[config.mk]
export PLATFORM = sky130hd
export DESIGN_NAME = safety_stop_sequencer
export DESIGN_NICKNAME = d
export VERILOG_FILES = /design/src/rtl/stop_seq_pkg.sv /design/src/rtl/pin_sync.sv /design/src/rtl/safety_stop_sequencer.sv
export VERILOG_INCLUDE_DIRS = /design/src /design/src/rtl
export SDC_FILE = /design/constraint.sdc
export NUM_CORES = 1
export LEC_CHECK = 0
export ABC_AREA = 1
export BUFFER_PORTS_ARGS = -buffer_cell sky130_fd_sc_hd__buf_2
export CORE_MARGIN = 2
export CORE_UTILIZATION = 33
export CTS_BUF_LIST = sky130_fd_sc_hd__clkbuf_4
export DETAILED_ROUTE_END_ITERATION = 16
export GPL_ROUTABILITY_DRIVEN = 0
export PLACE_DENSITY = 0.47
export SYNTH_ARGS = -nofsm -noshare
export SYNTH_HDL_FRONTEND = slang
export SYNTH_SLANG_ARGS = --single-unit
[constraint.sdc]
create_clock -name sys_clk -period 4.7 [get_ports sys_clk]
set_input_delay 0.705 -clock sys_clk [delete_from_list [all_inputs] [get_ports sys_clk]]
set_output_delay 0.705 -clock sys_clk [all_outputs]
set_load 0.05 [all_outputs]
[src/rtl/stop_seq_regs.svh]
// Constants of the safety stop sequencer: timing figures and reset values.
// Assumes a 100 MHz system clock; included by bare name.
`ifndef STOP_SEQ_REGS_SVH
`define STOP_SEQ_REGS_SVH

// Clock period in nanoseconds.
`define CLK_PERIOD_NS 10
// Nanoseconds in one millisecond, to turn the standstill time into cycles.
`define NS_PER_MS 1_000_000
// Default standstill delay in milliseconds.
`define STANDSTILL_MS 6000
// Reset value of every output flop (contactors and run command).
`define OUT_RESET 1'b0
// Reset value of the input synchroniser flops (inputs other than start idle high after release).
`define SYNC_RESET 1'b1
// Level of a stop input that asks for a stop.
`define STOP_ACTIVE 1'b0

`endif

[src/rtl/stop_seq_pkg.sv]
// Types of the safety stop sequencer.
// Assumes nothing of its surroundings.
package stop_seq_pkg;
    // Sequencer states.
    typedef enum logic [2:0] {
        st_locked,
        st_powered,
        st_running,
        st_estop_wait,
        st_tripped
    } seq_state_type;
endpackage

[src/rtl/pin_sync.sv]
// Two-flop synchroniser for one pin with a rising/falling edge output.
// Assumes the pin is asynchronous to sys_clk.
`timescale 1ns/100ps
`default_nettype none
`include "stop_seq_regs.svh"
module pin_sync (
    // Clock and reset.
    input wire logic sys_clk,
    input wire logic sys_rst,
    // Pin side.
    input wire logic pin,
    // Synchronised side.
    output logic level,
    output logic rise,
    output logic fall
);
    logic meta;
    logic sync;
    logic prev;
    logic next_meta;
    logic next_sync;
    logic next_prev;

    // The first flop is read only by the second one.
    always_comb begin
        next_meta = pin;
        next_sync = meta;
        next_prev = sync;
    end

    // Reset to idle high so a button released high gives no false edge.
    always_ff @(posedge sys_clk) begin
        if (sys_rst) begin
            meta <= `SYNC_RESET;
            sync <= `SYNC_RESET;
            prev <= `SYNC_RESET;
        end else begin
            meta <= next_meta;
            sync <= next_sync;
            prev <= next_prev;
        end
    end

    assign level = sync;
    assign rise = sync & ~prev;
    assign fall = ~sync & prev;
endmodule
`default_nettype wire

[src/rtl/safety_stop_sequencer.sv]
// Safety stop sequencer: door stop, delayed emergency stop, operational stop.
// Assumes pushbutton and door inputs are asynchronous; one 100 MHz clock.
`timescale 1ns/100ps
`default_nettype none
`include "stop_seq_regs.svh"
module safety_stop_sequencer
    import stop_seq_pkg::*;
#(
    parameter int STANDSTILL_MS = `STANDSTILL_MS,
    parameter int STANDSTILL_CYCLES = STANDSTILL_MS * (`NS_PER_MS / `CLK_PERIOD_NS)
) (
    // Clock and reset.
    input wire logic sys_clk,
    input wire logic sys_rst,
    // Safety inputs, low asks for a stop.
    input wire logic guard_door_closed_in,
    input wire logic emergency_stop_ok_in,
    // Operator buttons; stop is a normally closed contact, low when pressed.
    input wire logic op_stop_ok_in,
    input wire logic start_in,
    input wire logic ack_in,
    // Outputs to the contactors and the converter.
    output logic main_contactor_a,
    output logic main_contactor_b,
    output logic drive_run_command
);
    localparam int CNT_W = $clog2(STANDSTILL_CYCLES + 1);

    logic door_ok;
    logic estop_ok;
    logic stop_ok;
    logic start_rise;
    logic ack_fall;
    seq_state_type state;
    seq_state_type next_state;
    logic [CNT_W-1:0] wait_cnt;
    logic [CNT_W-1:0] next_wait_cnt;
    logic next_contactor;
    logic next_run;
    logic door_open;
    logic estop_on;
    logic op_stop;

    // ********************************************************************
    // Input synchronisers
    // ********************************************************************

    pin_sync u_door (
        .sys_clk(sys_clk), .sys_rst(sys_rst), .pin(guard_door_closed_in),
        .level(door_ok), .rise(), .fall()
    );
    pin_sync u_estop (
        .sys_clk(sys_clk), .sys_rst(sys_rst), .pin(emergency_stop_ok_in),
        .level(estop_ok), .rise(), .fall()
    );
    pin_sync u_stop (
        .sys_clk(sys_clk), .sys_rst(sys_rst), .pin(op_stop_ok_in),
        .level(stop_ok), .rise(), .fall()
    );
    pin_sync u_start (
        .sys_clk(sys_clk), .sys_rst(sys_rst), .pin(start_in),
        .level(), .rise(start_rise), .fall()
    );
    pin_sync u_ack (
        .sys_clk(sys_clk), .sys_rst(sys_rst), .pin(ack_in),
        .level(), .fall(ack_fall), .rise()
    );

    assign door_open = (door_ok == `STOP_ACTIVE);
    assign estop_on = (estop_ok == `STOP_ACTIVE);
    assign op_stop = (stop_ok == `STOP_ACTIVE);

    // ********************************************************************
    // Sequencer
    // ********************************************************************

    // Next state; the door check comes first so it wins over everything.
    always_comb begin
        next_state = state;
        next_wait_cnt = wait_cnt;
        if (door_open) begin
            next_state = st_tripped;
        end else begin
            unique case (state)
                // Power-up and every trip wait here for an acknowledgement.
                st_locked, st_tripped: begin
                    if (ack_fall && !estop_on) begin
                        next_state = st_powered;
                    end
                end
                st_powered: begin
                    if (estop_on) begin
                        next_state = st_estop_wait;
                        next_wait_cnt = CNT_W'(STANDSTILL_CYCLES);
                    end else if (start_rise && !op_stop) begin
                        next_state = st_running;
                    end
                end
                st_running: begin
                    if (estop_on) begin
                        next_state = st_estop_wait;
                        next_wait_cnt = CNT_W'(STANDSTILL_CYCLES);
                    end else if (op_stop) begin
                        next_state = st_powered;
                    end
                end
                // Contactors stay in while the motor ramps down.
                st_estop_wait: begin
                    if (wait_cnt <= CNT_W'(1)) begin
                        next_state = st_tripped;
                        next_wait_cnt = '0;
                    end else begin
                        next_wait_cnt = wait_cnt - CNT_W'(1);
                    end
                end
            endcase
        end
        next_contactor = (next_state == st_powered) || (next_state == st_running)
            || (next_state == st_estop_wait);
        next_run = (next_state == st_running);
    end

    // Outputs are flops so they never glitch toward the contactor coils.
    always_ff @(posedge sys_clk) begin
        if (sys_rst) begin
            state <= st_locked;
            wait_cnt <= '0;
            main_contactor_a <= `OUT_RESET;
            main_contactor_b <= `OUT_RESET;
            drive_run_command <= `OUT_RESET;
        end else begin
            state <= next_state;
            wait_cnt <= next_wait_cnt;
            main_contactor_a <= next_contactor;
            main_contactor_b <= next_contactor;
            drive_run_command <= next_run;
        end
    end

    // ********************************************************************
    // Assertions
    // ********************************************************************

    property p_door_cut;
        @(posedge sys_clk) disable iff (sys_rst)
        door_open |=> !main_contactor_a && !main_contactor_b;
    endproperty
    a_door_cut: assert property (p_door_cut) else $error("door open left power on");

    property p_door_run;
        @(posedge sys_clk) disable iff (sys_rst)
        door_open |=> !drive_run_command;
    endproperty
    a_door_run: assert property (p_door_run) else $error("door open left run on");

    property p_door_first;
        @(posedge sys_clk) disable iff (sys_rst)
        (door_open && (ack_fall || start_rise)) |=> state == st_tripped;
    endproperty
    a_door_first: assert property (p_door_first) else $error("door lost priority");

    property p_estop_run;
        @(posedge sys_clk) disable iff (sys_rst)
        (estop_on && !door_open && state == st_running) |=>
            !drive_run_command && main_contactor_a && main_contactor_b;
    endproperty
    a_estop_run: assert property (p_estop_run) else $error("estop reaction wrong");

    property p_estop_hold;
        @(posedge sys_clk) disable iff (sys_rst)
        (state == st_estop_wait && wait_cnt > CNT_W'(1) && !door_open) |=> main_contactor_a;
    endproperty
    a_estop_hold: assert property (p_estop_hold) else $error("early contactor drop");

    property p_estop_load;
        @(posedge sys_clk) disable iff (sys_rst)
        ($rose(state == st_estop_wait)) |-> wait_cnt == CNT_W'(STANDSTILL_CYCLES);
    endproperty
    a_estop_load: assert property (p_estop_load) else $error("delay not loaded");

    property p_estop_block;
        @(posedge sys_clk) disable iff (sys_rst)
        estop_on |=> !drive_run_command;
    endproperty
    a_estop_block: assert property (p_estop_block) else $error("run during estop");

    property p_need_ack;
        @(posedge sys_clk) disable iff (sys_rst)
        (state == st_tripped && !ack_fall) |=> !main_contactor_a;
    endproperty
    a_need_ack: assert property (p_need_ack) else $error("power without ack");

    property p_ack_on;
        @(posedge sys_clk) disable iff (sys_rst)
        (state == st_locked && ack_fall && !estop_on && !door_open) |=>
            main_contactor_a && main_contactor_b;
    endproperty
    a_ack_on: assert property (p_ack_on) else $error("ack did not power");

    property p_start;
        @(posedge sys_clk) disable iff (sys_rst)
        (state == st_powered && start_rise && !op_stop && !estop_on && !door_open)
            |=> drive_run_command;
    endproperty
    a_start: assert property (p_start) else $error("start ignored");

    property p_op_stop;
        @(posedge sys_clk) disable iff (sys_rst)
        (state == st_running && op_stop && !estop_on && !door_open) |=>
            !drive_run_command && main_contactor_b;
    endproperty
    a_op_stop: assert property (p_op_stop) else $error("operational stop wrong");

    property p_powerup;
        @(posedge sys_clk) disable iff (sys_rst)
        (state == st_locked && !ack_fall) |=> !drive_run_command && !main_contactor_a;
    endproperty
    a_powerup: assert property (p_powerup) else $error("start before ack");

    property p_run_gate;
        @(posedge sys_clk) disable iff (sys_rst)
        drive_run_command |-> main_contactor_a && main_contactor_b;
    endproperty
    a_run_gate: assert property (p_run_gate) else $error("run without power");

    c_run: cover property (@(posedge sys_clk) disable iff (sys_rst) $rose(drive_run_command));
    c_door: cover property (@(posedge sys_clk) disable iff (sys_rst)
        drive_run_command ##1 (door_open && !main_contactor_a));
    c_estop: cover property (@(posedge sys_clk) disable iff (sys_rst)
        state == st_estop_wait ##1 state == st_tripped);
    c_opstop: cover property (@(posedge sys_clk) disable iff (sys_rst)
        state == st_running ##1 state == st_powered);
endmodule
`default_nettype wire

* Yosys cells after proc, flatten, opt, wreduce, memory -nomap -nowiden *
Cells that the tools add are included.
Widths: inputs -> output; s select.

operators by class
  add/subtract/negate cells = 1
  $lt $le $gt $ge = 1
  equality and inequality tests = 8
  muxes and demuxes = 11
  bitwise operators = 4
  reduce and logical (&&, ||, !) cells = 9

operators by type and width
  operator               count
  $mux 30                2
  $pmux 30 s2            1
  $le 30x1->1 const B    1
  $sub 30x1->30 const B  1
  $mux 3                 7
  $eq 3x2->1 const B     4
  $pmux 3 s4             1
  $eq 3x1->1 const B     2
  $reduce_or 2->1        2
  $eq 3x3->1 const B     1
  $logic_not 3->1        1
  $reduce_and 3->1       1
  $and 1x1->1            2
  $logic_and 1x1->1      2
  $logic_or 1x1->1       2
  $ne 2x2->1 const B     1
  $not 1->1              2
  $reduce_bool 2->1      1

storage, ports and cells
  bits in registers = 47
  input port bits = 7
  output and inout port bits = 3
  word-level logic and storage cells = 50

* Logic depth before layout (Yosys ltp) *
  depth in word-level cells = 10
  mapped depth = 12

* By module *
Synthesis repeated with hierarchy kept, for this count alone.

unflattened totals
  cells, all modules = 427
  area, all modules = 2,874.0 µm²

by module, submodules not included
  module                 times used  cells each  area an instance (µm²)  seq. area each (µm²)
  safety_stop_sequencer  1           362         2,386.0                 700.7
  pin_sync               5           13          97.6                    60.1

* Least setup slack after synthesis *
No wires, ideal clock.

  kind = flip-flop to output port
  from = register main_contactor_b
  to = output main_contactor_b
  data arrival time = 0.894 ns
  setup slack = 3.101 ns
  stages on the path, launching flop included = 2
  path buffers = 1
  cells stage by stage = dfxtp_1 -> buf_4

RTL lines
  what                      RTL line                      source
  start: declaration        safety_stop_sequencer.sv:24   output logic main_contactor_b,
  start signal: assignment  safety_stop_sequencer.sv:129  main_contactor_b <= `OUT_RESET;
  start signal: assignment  safety_stop_sequencer.sv:135  main_contactor_b <= next_contactor;

No word-level cell between the ends.

* Worst setup path after layout *
  from = register wait_cnt[0]
  to = register wait_cnt[20]

on the way
  word-level cells in the longest chain between the ends = 3
  elaborated cells between the ends (all ways) = 4

ends and longest elaborated chain
  what                                          RTL line                                                    source
  start: declaration                            safety_stop_sequencer.sv:36                                 logic [CNT_W-1:0] wait_cnt;
  start signal: assignment                      safety_stop_sequencer.sv:133                                wait_cnt <= next_wait_cnt;
  $sub 30x1->30 or $le 30x1->1 (tied branches)  safety_stop_sequencer.sv:113, safety_stop_sequencer.sv:109
  $mux 30 *                                     safety_stop_sequencer.sv:109                                if (wait_cnt <= CNT_W'(1)) begin
  $pmux 30 s2 *                                 safety_stop_sequencer.sv:84                                 unique case (state)

Every way passes the cells marked *; elsewhere a longest branch is shown, timed or not.
A chain may end at the register's enable or synchronous reset.

==> impl_metrics.yaml <==
synth:
  synth_area_per_cell_sq_um: 6.72
  ys_seq_area_frac: 0.366
  yosys_warnings: 0
  yosysTopAreaCell: "dfxtp_1"
  ys_ff_latch: 47
  synth_area_leaders: "dfxtp_1, nand2_1, nor2_1"
  synth_cell_types: 28
  synth_cells: 382
  netlist_area_sq_um: 2570
  yosys.area.top_type_share: 0.366
  synth_nets: 391
place:
  hpwl_um: 4660
  io_buffer_count: 9
  dpl.cell_count: 485
  dpl_cell_area_sq_um: 2680
power_and_ir_drop:
  power_frac_clock: 0.110
  power_density_nw_per_um2: 691
  swShare: 0.526
  internal_power_mw: 0.900
  combPwrFrac: 0.614
  switchingPower_mw: 0.998
  p_seq_frac: 0.276
  total_power_mw: 1.90
  p_leak_nw: 1.29
  ir_drop_uv: 179
timing:
  drv_slew: 0
  setup_viol: 0
  fmax_mhz: 537
  holdWs_ns: 0.428
  post-route-min-period_ns: 1.86
  timing.final.crit_share: 0.396
  finalHoldViolCount: 0
  fin_skew_ns: 0.00878
  worstMarginPinSlew_ns: 0.383
  rsz0062_at_grt: "no"
  max_slew_margin: 0.742
  fin_tns_setup_ns: 0
hold_path:
  holdPathStages: 1
  hold_path.class: "flip-flop to flip-flop"
  hp-start: "u_stop.meta"
  min_to: "u_stop.level"
die:
  placementRows: 32
  die_h_um: 92.2
  chipWidth_um: 92.2
  core_area_sq_um: 7650
  fp.dieArea_sq_um: 8500
  boundaryPins: 10
  start_util: 0.336
clock_network:
  clock_latency_ns: 0.38
  h-tree-depth: 2
  cts_root_buf: "clkbuf_4"
  clkSlewWorstSetupHoldPaths_ns: 0.15
  cts_setup_buffers: 0
  cts.sinks: 47
  ctsHoldBuffers: 0
  cts_tree: "built"
  cts_repair_resize_count: 0
  clockBufferDepth: 2
  numCtsBuffers: 5
layout:
  diodes: 0
  drive_above_1_share: 0.130
  nets: 399
  fin_cells: 493
  final_area_sq_um: 2750
  syn_to_final_growth_pct: 6.92
setup_path:
  end_kind: "flip-flop"
  cp-startpoint: "wait_cnt[0]"
  r2r_start: "wait_cnt[0]"
  required_ns: 4.98
  max_stage_delay_ns: 0.36
  crit_path_start_kind: "flip-flop"
  reg2reg_to: "wait_cnt[20]"
  cp_slowest_cell: "dfxtp_1"
  worstPathArrival_ns: 2.14
  crit_buf_inv: 2
  crit_path_cell_trace: "inv_1, ha_1, inv_1, nor2_1, nand2_1, nor2_1, nand3_1, nand3_2, nand2_2, nand2_4, nor2_1"
  crit_path_max_fanout: 18
  worst_r2r_path_depth: 11
  ff2ff_setup_slack_ns: 2.84
  critPathTopFamily: "simple AND/OR/NAND/NOR gates"
  cp_common_cell: "nor2_1"
  crit_type: "flip-flop to flip-flop"
route:
  route.detailed.drc: 0
  met2WireLength_um: 2640
  dr.pass1.iters: 4
  wirelength_met1_um: 3020
  vias_per_cell: 4.67
  drt_iter0_drc: 168
  wirelength_um: 5990
  top_layer: "met4"
  via_count: 2302
  wl_per_cell_um: 12.1
  ant_nets: 0
  routed-wl-met3_um: 257
grt:
  grt_first_pass_wirelength_um: 10700
  antenna_found_initial: 0
  grt_pass1_vias: 2218
  grt.overflow.total: 0
  grt_start_max_net_pins: 31
  grt_usage: 0.157
run:
  drv_cap: 0
outcome:
  outcome: "finished, final reports clean"
final cells by class:
type / instances / area (sq um)
Clock buffer: 5 / 37.5
Clock inverter: 3 / 25.0
Timing Repair Buffer: 9 / 45.0
Sequential cell: 47 / 941
Tap cell: 102 / 128
Fill cell: 847 / 4900
Multi-Input combinational cell: 289 / 1430
Inverter: 38 / 143
sequential cells by signal (all words and copies together), names as in the netlist:
| name | cells |
|---|---|
| u_stop.meta | 1 |
| u_ack.level | 1 |
| u_stop.level | 1 |
| u_start.prev | 1 |
| u_start.level | 1 |
| u_door.level | 1 |
| u_estop.level | 1 |
| u_ack.meta | 1 |
| state | 3 |
| u_door.meta | 1 |
| wait_cnt | 30 |
| u_start.meta | 1 |
| u_ack.prev | 1 |
| main_contactor_b | 1 |
| u_estop.meta | 1 |
| drive_run_command | 1 |
cell families (layout without fill, tap and decap cells):
family | count (synthesis) | after routing | synth area share
AO/OA/AOI/OAI | 40 | 40 | 0.0804
AND/OR/NAND/NOR | 233 | 233 | 0.418
flip-flops | 47 | 47 | 0.366
XOR/XNOR | 14 | 14 | 0.0478
adder cells (fa/ha/maj) | 2 | 2 | 0.00975
buffers and inverters | 46 | 55 | 0.0780
power groups by stage:
| stage | clock network [mW] | registers (mW) | logic, mW |
|---|---|---|---|
| floorplan | 0 | 0.531 | 0.899 |
| CTS | 0.220 | 0.524 | 1.17 |
| global placement | 0 | 0.534 | 1.18 |
| global route | 0.236 | 0.535 | 1.37 |
| finish | 0.209 | 0.524 | 1.16 |
| detailed placement | 0 | 0.532 | 1.16 |
synthesized netlist by cell type, drive strengths merged:
library cell,instances
a31oi,1
ha,2
o21ai,11
xor2,12
o22ai,1
nor3,2
nand3,44
a21oi,27
nor4,2
dfxtp,47
nand2,87
or2,13
inv,38
xnor2,2
buf,6
clkbuf,2
nor2,77
nand4,8
layout by cell type (no fill, tap or decap), types with 5 or more instances in the layout:
master	count
dfxtp_1	47
a21oi_1	26
xor2_1	12
or2_2	12
nand4_1	8
nand3_1	39
nand3_2	5
nor2_2	9
inv_1	37
o21ai_0	11
nor2_1	66
buf_2	9
clkbuf_4	5
nand2_1	83
stage by stage:
stage                      util  setup slack, ns
after floorplan               -             3.10
after global placement    0.351             2.83
after detailed placement  0.351             2.83
after CTS                 0.359             2.79
after global routing      0.359             2.50
final                     0.359             2.84
worst max-delay path by stage:
stage	depth (start not counted)	slack, ns	to
after global placement	11	2.83	wait_cnt[13]
after floorplan	1	3.10	main_contactor_b
after detailed placement	11	2.83	wait_cnt[28]
after global routing	11	2.50	wait_cnt[20]
after CTS	11	2.79	wait_cnt[20]
final	11	2.84	wait_cnt[20]
routing by layer:
metal	up-vias	global-route usage
met5	-	0
met2	40	0.244
met4	0	0.0398
met1	1017	0.225
met3	6	0.0296
li1	1239	-
No activity file was read; power rests on OpenSTA's default activity.
